--- src/design/lsf_pkg.sv ---
// Shared constants, layouts and carrier types of the lane status flag bank.
package lsf_pkg;

  // Bus widths and link count.
  localparam int LSF_ADDR_W = 12;
  localparam int LSF_DATA_W = 8;
  localparam int LSF_NUM_LINKS = 2;

  // Register offsets.
  localparam logic [11:0] LSF_OFF_PAGE = 12'h300;
  localparam logic [11:0] LSF_OFF_FLAGS_A = 12'h4b3;
  localparam logic [11:0] LSF_OFF_FLAGS_B = 12'h4b4;
  localparam logic [11:0] LSF_OFF_THRESH = 12'h4c0;
  localparam logic [11:0] LSF_OFF_IRQ_ST = 12'h4c1;
  localparam logic [11:0] LSF_OFF_IRQ_MASK = 12'h4c2;

  // Bit positions inside the two lane flag registers.
  localparam int LSF_BIT_DISP = 7;
  localparam int LSF_BIT_INVALID = 6;
  localparam int LSF_BIT_STRAY = 5;
  localparam int LSF_BIT_DESKEW = 4;
  localparam int LSF_BIT_ALIGN = 3;
  localparam int LSF_BIT_CKSUM = 2;
  localparam int LSF_BIT_FRAME = 1;
  localparam int LSF_BIT_CGRP = 0;

  // Interrupt status bit positions.
  localparam int LSF_EV_L3_DROP = 0;
  localparam int LSF_EV_L4_DROP = 1;
  localparam int LSF_EV_DISP = 2;
  localparam int LSF_EV_INVALID = 3;
  localparam int LSF_EV_STRAY = 4;
  localparam int LSF_NUM_EV = 5;

  // Reset values.
  localparam logic [7:0] LSF_RST_FLAGS = 8'h00;
  localparam logic [7:0] LSF_RST_PAGE = 8'h00;
  localparam logic [7:0] LSF_RST_THRESH = 8'h01;
  localparam logic [4:0] LSF_RST_IRQ = 5'h00;

  // Live synchronisation state of one lane, one means achieved.
  typedef struct packed {
    logic deskewOk;
    logic initialAlignOk;
    logic checksumOk;
    logic frameLocked;
    logic codegroupLocked;
  } lsf_lane_s;

  // Running error counts of one lane.
  typedef struct packed {
    logic [7:0] disparity;
    logic [7:0] invalidSymbol;
    logic [7:0] strayControl;
  } lsf_errcnt_s;

  // Threshold comparison results of one lane.
  typedef struct packed {
    logic dispErr;
    logic invalidSym;
    logic strayCtrl;
  } lsf_errflag_s;

  // Register port request.
  typedef struct packed {
    logic [11:0] addr;
    logic [7:0] wrData;
    logic wrStrobe;
    logic rdStrobe;
  } lsf_bus_req_s;

  // Software-visible state of the top module.
  typedef struct packed {
    logic [7:0] page;
    logic [7:0] thresh;
    logic [4:0] irqSt;
    logic [4:0] irqMask;
    logic [7:0] rdData;
    logic irq;
  } lsf_top_state_s;

endpackage

--- src/design/lsf_status_regs.sv ---
// Lane status flag bank with paging, threshold and interrupt logic.
`timescale 1ns/1ps
module lsf_status_regs
  import lsf_pkg::*;
#(
  parameter int NUM_LINKS = LSF_NUM_LINKS
)
(
  // Clock, reset and clock enable.
  input wire logic core_clk,
  input wire logic reset,
  input wire logic coreCe,
  // Register port.
  input wire lsf_bus_req_s busReq,
  output logic [7:0] rdData,
  // Live receiver state per link.
  input wire lsf_lane_s [NUM_LINKS-1:0] lane3Live,
  input wire lsf_lane_s [NUM_LINKS-1:0] lane4Live,
  input wire lsf_errcnt_s [NUM_LINKS-1:0] lane4Cnt,
  // Interrupt.
  output logic irqOut
);

  lsf_top_state_s s_q;
  lsf_top_state_s s_d;

  lsf_lane_s [NUM_LINKS-1:0] lane3Flags;
  lsf_lane_s [NUM_LINKS-1:0] lane4Flags;
  lsf_errflag_s [NUM_LINKS-1:0] lane4Err;

  lsf_lane_s sel3;
  lsf_lane_s sel4;
  lsf_errflag_s selErr;
  logic [7:0] flagsA;
  logic [7:0] flagsB;

  logic [LSF_NUM_EV-1:0] evtLevel;
  logic [LSF_NUM_EV-1:0] evtRise;

  logic wrHit;
  logic rdHit;

  // Cycle in which the state register really takes a new value.
  logic enabledCyc;

  // Sampling and threshold compare of the lane state of every link.
  lsf_flag_sampler #(
    .NUM_LINKS(NUM_LINKS)
  ) uSampler (
    .core_clk(core_clk),
    .reset(reset),
    .coreCe(coreCe),
    .errorCountThreshold(s_q.thresh),
    .lane3Live(lane3Live),
    .lane4Live(lane4Live),
    .lane4Cnt(lane4Cnt),
    .lane3Flags(lane3Flags),
    .lane4Flags(lane4Flags),
    .lane4Err(lane4Err)
  );

  // Packs the lane 3 flag register; upper error bits are not kept here.
  function automatic logic [7:0] packFlagsA(lsf_lane_s l);
    logic [7:0] v;
    v = LSF_RST_FLAGS;
    v[LSF_BIT_DESKEW] = l.deskewOk;
    v[LSF_BIT_ALIGN] = l.initialAlignOk;
    v[LSF_BIT_CKSUM] = l.checksumOk;
    v[LSF_BIT_FRAME] = l.frameLocked;
    v[LSF_BIT_CGRP] = l.codegroupLocked;
    return v;
  endfunction

  // Packs the lane 4 flag register; bits 1 and 0 always read as zero.
  function automatic logic [7:0] packFlagsB(lsf_lane_s l, lsf_errflag_s e);
    logic [7:0] v;
    v = LSF_RST_FLAGS;
    v[LSF_BIT_DISP] = e.dispErr;
    v[LSF_BIT_INVALID] = e.invalidSym;
    v[LSF_BIT_STRAY] = e.strayCtrl;
    v[LSF_BIT_DESKEW] = l.deskewOk;
    v[LSF_BIT_ALIGN] = l.initialAlignOk;
    v[LSF_BIT_CKSUM] = l.checksumOk;
    return v;
  endfunction

  // Picks the link named by the page register.  A page beyond the last
  // link selects nothing, so software sees all flags low rather than a
  // wrapped-around link.
  always_comb
  begin
    sel3 = '0;
    sel4 = '0;
    selErr = '0;
    for (int i = 0; i < NUM_LINKS; i++)
    begin
      if (s_q.page == 8'(i))
      begin
        sel3 = lane3Flags[i];
        sel4 = lane4Flags[i];
        selErr = lane4Err[i];
      end
    end
  end

  assign flagsA = packFlagsA(sel3);
  assign flagsB = packFlagsB(sel4, selErr);

  // Event levels cover all links, so a page change raises no false event.
  always_comb
  begin
    evtLevel = '0;
    for (int i = 0; i < NUM_LINKS; i++)
    begin
      evtLevel[LSF_EV_L3_DROP] = evtLevel[LSF_EV_L3_DROP] |
        ~&lane3Flags[i];
      evtLevel[LSF_EV_L4_DROP] = evtLevel[LSF_EV_L4_DROP] |
        ~&lane4Flags[i];
      evtLevel[LSF_EV_DISP] = evtLevel[LSF_EV_DISP] |
        lane4Err[i].dispErr;
      evtLevel[LSF_EV_INVALID] = evtLevel[LSF_EV_INVALID] |
        lane4Err[i].invalidSym;
      evtLevel[LSF_EV_STRAY] = evtLevel[LSF_EV_STRAY] |
        lane4Err[i].strayCtrl;
    end
  end

  // One-cycle pulses when a level turns bad.
  lsf_event_detect #(
    .W(LSF_NUM_EV)
  ) uEvents (
    .core_clk(core_clk),
    .reset(reset),
    .coreCe(coreCe),
    .level(evtLevel),
    .rise(evtRise)
  );

  assign wrHit = busReq.wrStrobe;
  assign rdHit = busReq.rdStrobe;
  assign enabledCyc = coreCe && !reset;

  // Register writes, read mux and sticky interrupt status.
  always_comb
  begin
    s_d = s_q;
    s_d.rdData = '0;
    // Writes to writable registers; the flag offsets fall through.
    if (wrHit)
    begin
      if (busReq.addr == LSF_OFF_PAGE)
      begin
        s_d.page = busReq.wrData;
      end
      else if (busReq.addr == LSF_OFF_THRESH)
      begin
        s_d.thresh = busReq.wrData;
      end
      else if (busReq.addr == LSF_OFF_IRQ_ST)
      begin
        s_d.irqSt = s_q.irqSt & ~busReq.wrData[LSF_NUM_EV-1:0];
      end
      else if (busReq.addr == LSF_OFF_IRQ_MASK)
      begin
        s_d.irqMask = busReq.wrData[LSF_NUM_EV-1:0];
      end
      else
      begin
        s_d.page = s_q.page;
      end
    end
    // Set is applied after the clear so a new event is never lost.
    s_d.irqSt = s_d.irqSt | evtRise;
    // Read data stand for one cycle only and are zero otherwise.
    if (rdHit)
    begin
      if (busReq.addr == LSF_OFF_FLAGS_A)
      begin
        s_d.rdData = flagsA;
      end
      else if (busReq.addr == LSF_OFF_FLAGS_B)
      begin
        s_d.rdData = flagsB;
      end
      else if (busReq.addr == LSF_OFF_PAGE)
      begin
        s_d.rdData = s_q.page;
      end
      else if (busReq.addr == LSF_OFF_THRESH)
      begin
        s_d.rdData = s_q.thresh;
      end
      else if (busReq.addr == LSF_OFF_IRQ_ST)
      begin
        s_d.rdData = {3'h0, s_q.irqSt};
      end
      else if (busReq.addr == LSF_OFF_IRQ_MASK)
      begin
        s_d.rdData = {3'h0, s_q.irqMask};
      end
      else
      begin
        s_d.rdData = '0;
      end
    end
    // Level interrupt from the next status, so it moves with the bits.
    s_d.irq = |(s_d.irqSt & s_d.irqMask);
  end

  // State register; the clock enable freezes everything but reset.
  always_ff @(posedge core_clk)
  begin
    if (reset)
    begin
      s_q.page <= LSF_RST_PAGE;
      s_q.thresh <= LSF_RST_THRESH;
      s_q.irqSt <= LSF_RST_IRQ;
      s_q.irqMask <= LSF_RST_IRQ;
      s_q.rdData <= LSF_RST_FLAGS;
      s_q.irq <= 1'b0;
    end
    else if (coreCe)
    begin
      s_q <= s_d;
    end
  end

  assign rdData = s_q.rdData;
  assign irqOut = s_q.irq;
endmodule // lsf_status_regs

--- src/design/lsf_event_detect.sv ---
// Rising edge detector over a vector of event levels.
`timescale 1ns/1ps
module lsf_event_detect
  import lsf_pkg::*;
#(
  parameter int W = 5
)
(
  // Clock and control.
  input wire logic core_clk,
  input wire logic reset,
  input wire logic coreCe,
  // Levels in, one-cycle rises out.
  input wire logic [W-1:0] level,
  output logic [W-1:0] rise
);

  typedef struct packed {
    logic [W-1:0] prev;
  } lsf_edge_state_s;

  lsf_edge_state_s s_q;
  lsf_edge_state_s s_d;

  // Remember the last level so a rise shows for exactly one enabled cycle.
  always_comb
  begin
    s_d = s_q;
    s_d.prev = level;
  end

  always_ff @(posedge core_clk)
  begin
    // Starting high keeps levels that are bad straight out of reset, such
    // as the lost-lock flags, from firing a false event.
    if (reset)
      s_q <= '1;
    else if (coreCe)
      s_q <= s_d;
  end

  // A rise is only reported while the clock enable lets it be consumed.
  assign rise = level & ~s_q.prev & {W{coreCe}};
endmodule // lsf_event_detect

--- src/design/lsf_flag_sampler.sv ---
// Per-link sampling of lane state and threshold comparison of error counts.
`timescale 1ns/1ps
module lsf_flag_sampler
  import lsf_pkg::*;
#(
  parameter int NUM_LINKS = LSF_NUM_LINKS
)
(
  // Clock and control.
  input wire logic core_clk,
  input wire logic reset,
  input wire logic coreCe,
  input wire logic [7:0] errorCountThreshold,
  // Live receiver state per link.
  input wire lsf_lane_s [NUM_LINKS-1:0] lane3Live,
  input wire lsf_lane_s [NUM_LINKS-1:0] lane4Live,
  input wire lsf_errcnt_s [NUM_LINKS-1:0] lane4Cnt,
  // Registered flags per link.
  output lsf_lane_s [NUM_LINKS-1:0] lane3Flags,
  output lsf_lane_s [NUM_LINKS-1:0] lane4Flags,
  output lsf_errflag_s [NUM_LINKS-1:0] lane4Err
);

  typedef struct packed {
    lsf_lane_s [NUM_LINKS-1:0] l3;
    lsf_lane_s [NUM_LINKS-1:0] l4;
    lsf_errflag_s [NUM_LINKS-1:0] err;
  } lsf_smp_state_s;

  lsf_smp_state_s s_q;
  lsf_smp_state_s s_d;

  // Same compare for all three counters; equality already counts as over.
  function automatic logic atOrAbove(logic [7:0] cnt, logic [7:0] thr);
    return cnt >= thr;
  endfunction

  // Flags follow the live state every enabled cycle, nothing is latched.
  always_comb
  begin
    s_d = s_q;
    for (int i = 0; i < NUM_LINKS; i++)
    begin
      s_d.l3[i] = lane3Live[i];
      s_d.l4[i] = lane4Live[i];
      s_d.err[i].dispErr =
        atOrAbove(lane4Cnt[i].disparity, errorCountThreshold);
      s_d.err[i].invalidSym =
        atOrAbove(lane4Cnt[i].invalidSymbol, errorCountThreshold);
      s_d.err[i].strayCtrl =
        atOrAbove(lane4Cnt[i].strayControl, errorCountThreshold);
    end
  end

  always_ff @(posedge core_clk)
  begin
    if (reset)
      s_q <= '0;
    else if (coreCe)
      s_q <= s_d;
  end

  assign lane3Flags = s_q.l3;
  assign lane4Flags = s_q.l4;
  assign lane4Err = s_q.err;
endmodule // lsf_flag_sampler

--- config.mk ---
export PLATFORM = sky130hd
export DESIGN_NAME = lsf_status_regs
export DESIGN_NICKNAME = d
export VERILOG_FILES = /design/src/design/lsf_pkg.sv /design/src/design/lsf_status_regs.sv /design/src/design/lsf_event_detect.sv /design/src/design/lsf_flag_sampler.sv
export SDC_FILE = /design/constraint.sdc
export NUM_CORES = 1
export LEC_CHECK = 0
export ABC_AREA = 0
export BUFFER_PORTS_ARGS = -buffer_cell sky130_fd_sc_hd__buf_2
export CAP_MARGIN = 20
export CORE_ASPECT_RATIO = 0.9
export CORE_MARGIN = 4
export CORE_UTILIZATION = 54
export CTS_CLUSTER_DIAMETER = 60
export DETAILED_ROUTE_END_ITERATION = 7
export GPL_TIMING_DRIVEN = 0
export PLACE_DENSITY_LB_ADDON = 0.08
export RECOVER_POWER = 100
export REMOVE_ABC_BUFFERS = 1
export SYNTH_ARGS = -nofsm -noshare
export SYNTH_HDL_FRONTEND = slang
export SYNTH_SLANG_ARGS = --single-unit
--- constraint.sdc ---
create_clock -name core_clk -period 2.6 [get_ports core_clk]
set_clock_uncertainty 0.2 [all_clocks]
set_input_delay 0.13 -clock core_clk [delete_from_list [all_inputs] [get_ports core_clk]]
set_output_delay 0.13 -clock core_clk [all_outputs]
set_load 0.03 [all_outputs]
==> flow_summary.json <==
{
  "outcome": "finished clean",
  "ir_drop_v": 0.000408,
  "timing.critical_path.from": "busReq[13]",
  "die_h_um": 91.6,
  "r2r_cells": 7,
  "p_per_area_nw_per_um2": 463,
  "synth-seq-cells": 66,
  "final_period_minus_worst_setup_slack_ns": 2.36,
  "worstMarginPinSlew_ns": 1.14,
  "cts_root_buf": "clkbuf_8",
  "worstSetupEndpointType": "register",
  "routabilityCongestion": 0.871,
  "port-buffer-count": 101,
  "hold_class": "in -> reg",
  "yosys.area.top_type": "dfxtp_1",
  "r2r-start": "s_q[19]",
  "pre_cts_ws_ns": -0.127,
  "power.leakage_nw": 2.27,
  "synth_top_area_share_pct": 31.5,
  "synthTopCellsByArea": "dfxtp_1 32%, ha_1 14%, mux2i_1 13%",
  "post_cts_buffers": 0,
  "post_drt_wl_per_cell_um": 15.5,
  "core_area_um2": 7540,
  "fin_nets": 737,
  "vias": 3886,
  "synth_top_cells_by_count": "72 x nor2_1, 66 x dfxtp_1, 54 x mux2i_1",
  "drv_cap": 0,
  "synth.cell_area_um2": 4190,
  "die_w_um": 101,
  "synth_area_per_cell_um2": 8.69,
  "syn_to_final_growth_pct": 22.4,
  "crit_end": "s_q[28]",
  "drive_gt1_share_pct": 19.0,
  "r2r-end": "uSampler.lane4Err[5]",
  "slowest_stage": "or4_4",
  "ys_seq_area_share_pct": 31.5,
  "grt_pass1_vias": 3677,
  "setup_viol_count_final": 0,
  "rows": 30,
  "crit_path_cell_trace": "clkbuf_1, or4_4, nor3_1, and2_1, and3_1, mux2i_1, nor2_1",
  "antenna_found_initial": 0,
  "setup_ws_ns": 0.242,
  "crit_path_max_fanout": 8,
  "dieArea_um2": 9240,
  "cts_resized": 0,
  "initial_core_util_pct": 55.5,
  "insertion_delay_ns": 0.35,
  "max_freq_mhz": 424,
  "diodes": 0,
  "grt_setup_unrepaired": "no",
  "relSlewSlack_pct": 24.0,
  "synthCells": 482,
  "htree_levels": 3,
  "synthArstFlopShare_pct": 0,
  "critPathLaunchType": "input port",
  "path_class": "in -> reg",
  "ys_types": 51,
  "grt_max_degree": 56,
  "grt_util_all_layers_pct": 23.6,
  "dr.pass1.iters": 5,
  "synth_ff_type": "dfxtp_1",
  "grt_pass1_wl_um": 17300,
  "clkTransAtPathRegs_ns": 0.07,
  "cts_made_buffers": 9,
  "drt_wl_total_um": 10800,
  "drc": 0,
  "ant_nets": 0,
  "cts_tree": "yes",
  "pin_count": 102,
  "routed_via_density": 5.58,
  "first_iter_violations": 164,
  "crit_arrival_ns": 2.34,
  "nFillCells": 656,
  "final_core_util_pct": 68.0,
  "synth_edf_count": 0,
  "drv_slew": 0,
  "finalCritPeriodShare_pct": 90.7,
  "regToRegSetupSlack_ns": 0.40,
  "grt_overflow": 0,
  "hold_ws_ns": 0.0389,
  "cts_hold_buf": 28,
  "cts_sinks": 66,
  "dpl.hpwl_um": 8120,
  "clockBufferDepth": 2,
  "cp_slowest_stage_delay_ns": 0.59,
  "worstPathRequired_ns": 2.58,
  "hold_viol_final": 0,
  "ys_warn_count": 0,
  "synth.most_common_cell": "nor2_1"
}
## metal layers
metal / track usage [%] / vias up / share of wire [%]
li1: - / 1956 / -
met1: 31.5 / 1812 / 45
met2: 38.3 / 110 / 48
met3: 5.99 / 8 / 6.2
met4: 4.94 / 0 / 0.71
met5: 0 / - / 0
## worst max-delay path, delay by kind of cell
kind / cells / cell delay [ns]
muxes: 1 / 0.26
and+or+nand+nor: 5 / 1.82
buffers and inverters: 1 / 0.12
## logic make-up after synthesis
kind of cell / count (synthesis) / synth area share, %
adders and majority gates: 48 / 14.3
buffers and inverters: 50 / 6.66
AOI/OAI and AO/OA: 96 / 15.4
DFF: 66 / 31.5
and+or+nand+nor: 168 / 19.2
muxes: 54 / 12.9
## stage by stage
| stage | setup TNS [ns] | area, um2 | cells | total power, mW |
|---|---|---|---|---|
| 2_1_floorplan | 0 | 4000 | 455 | 1.23 |
| 3_3_place_gp | -0.581 | 4620 | 652 | 1.37 |
| 3_5_place_dp | -0.691 | 4620 | 652 | 1.38 |
| 4_1_cts | 0 | 5130 | 696 | 2.38 |
| 5_1_grt | 0 | 5130 | 697 | 2.47 |
| 6_report | 0 | 5130 | 697 | 2.37 |
## worst min path at each step
stage / cells after the start / slack (ns) / from / to
floorplan: 1 / -0.0009 / reset / s_q[16]
global placement: 3 / 0.16 / lane3Live[4] / uSampler.lane3Flags[4]
detailed placement: 3 / 0.17 / lane4Live[2] / uSampler.lane4Flags[2]
CTS: 5 / 0.04 / busReq[0] / rdData[3]
global route: 5 / 0.08 / busReq[0] / rdData[3]
finish: 5 / 0.04 / busReq[0] / rdData[2]
## layout make-up
type | count | area, um2 | area share (%)
clock buffer | 10 | 138 | 2.68
multi-input combinational | 366 | 2580 | 50.4
inverter | 23 | 86.3 | 1.68
clock inverter | 6 | 88.8 | 1.73
tap | 96 | 120 | 2.34
sequential | 66 | 1320 | 25.8
timing repair buffer | 130 | 792 | 15.4
## state kept, by name, indices dropped and copies added, names as in the netlist
name	flops
uSampler.lane4Flags	10
rdData	8
uSampler.lane4Err	6
s_q	26
uEvents.s_q	5
irqOut	1
uSampler.lane3Flags	10
## report_power, final
| part | internal, mW | leakage, nW | switching, mW |
|---|---|---|---|
| clock network | 0.567 | 0.109 | 0.409 |
| registers | 1.04 | 0.539 | 0.0233 |
| logic | 0.168 | 1.62 | 0.163 |
## cells in the final DEF (no fill, tap or decap), types with 2 or more instances in the layout
cell and n:
buf_2 89, nor2_1 72, dfxtp_1 66, mux2i_1 54, ha_1 48, nand2_1 40, dlygate4sd3_1 28, o21ai_0 27
inv_1 23, a21oi_1 18, nor3_1 14, a21o_1 12, clkbuf_1 11, clkbuf_8 10, o311a_1 7, a211oi_1 7
nand2b_1 6, nand4_1 5, a22o_1 5, nand3_1 4, a22oi_1 4, nor4_1 3, or3_1 3, o211ai_1 3
and4bb_2 2, or4b_1 2, a211o_1 2, a2111oi_0 2, a221oi_1 2, o22ai_1 2, nor2_2 2, bufinv_16 2
clkinvlp_4 2
No activity file was read; power rests on OpenSTA's default activity.
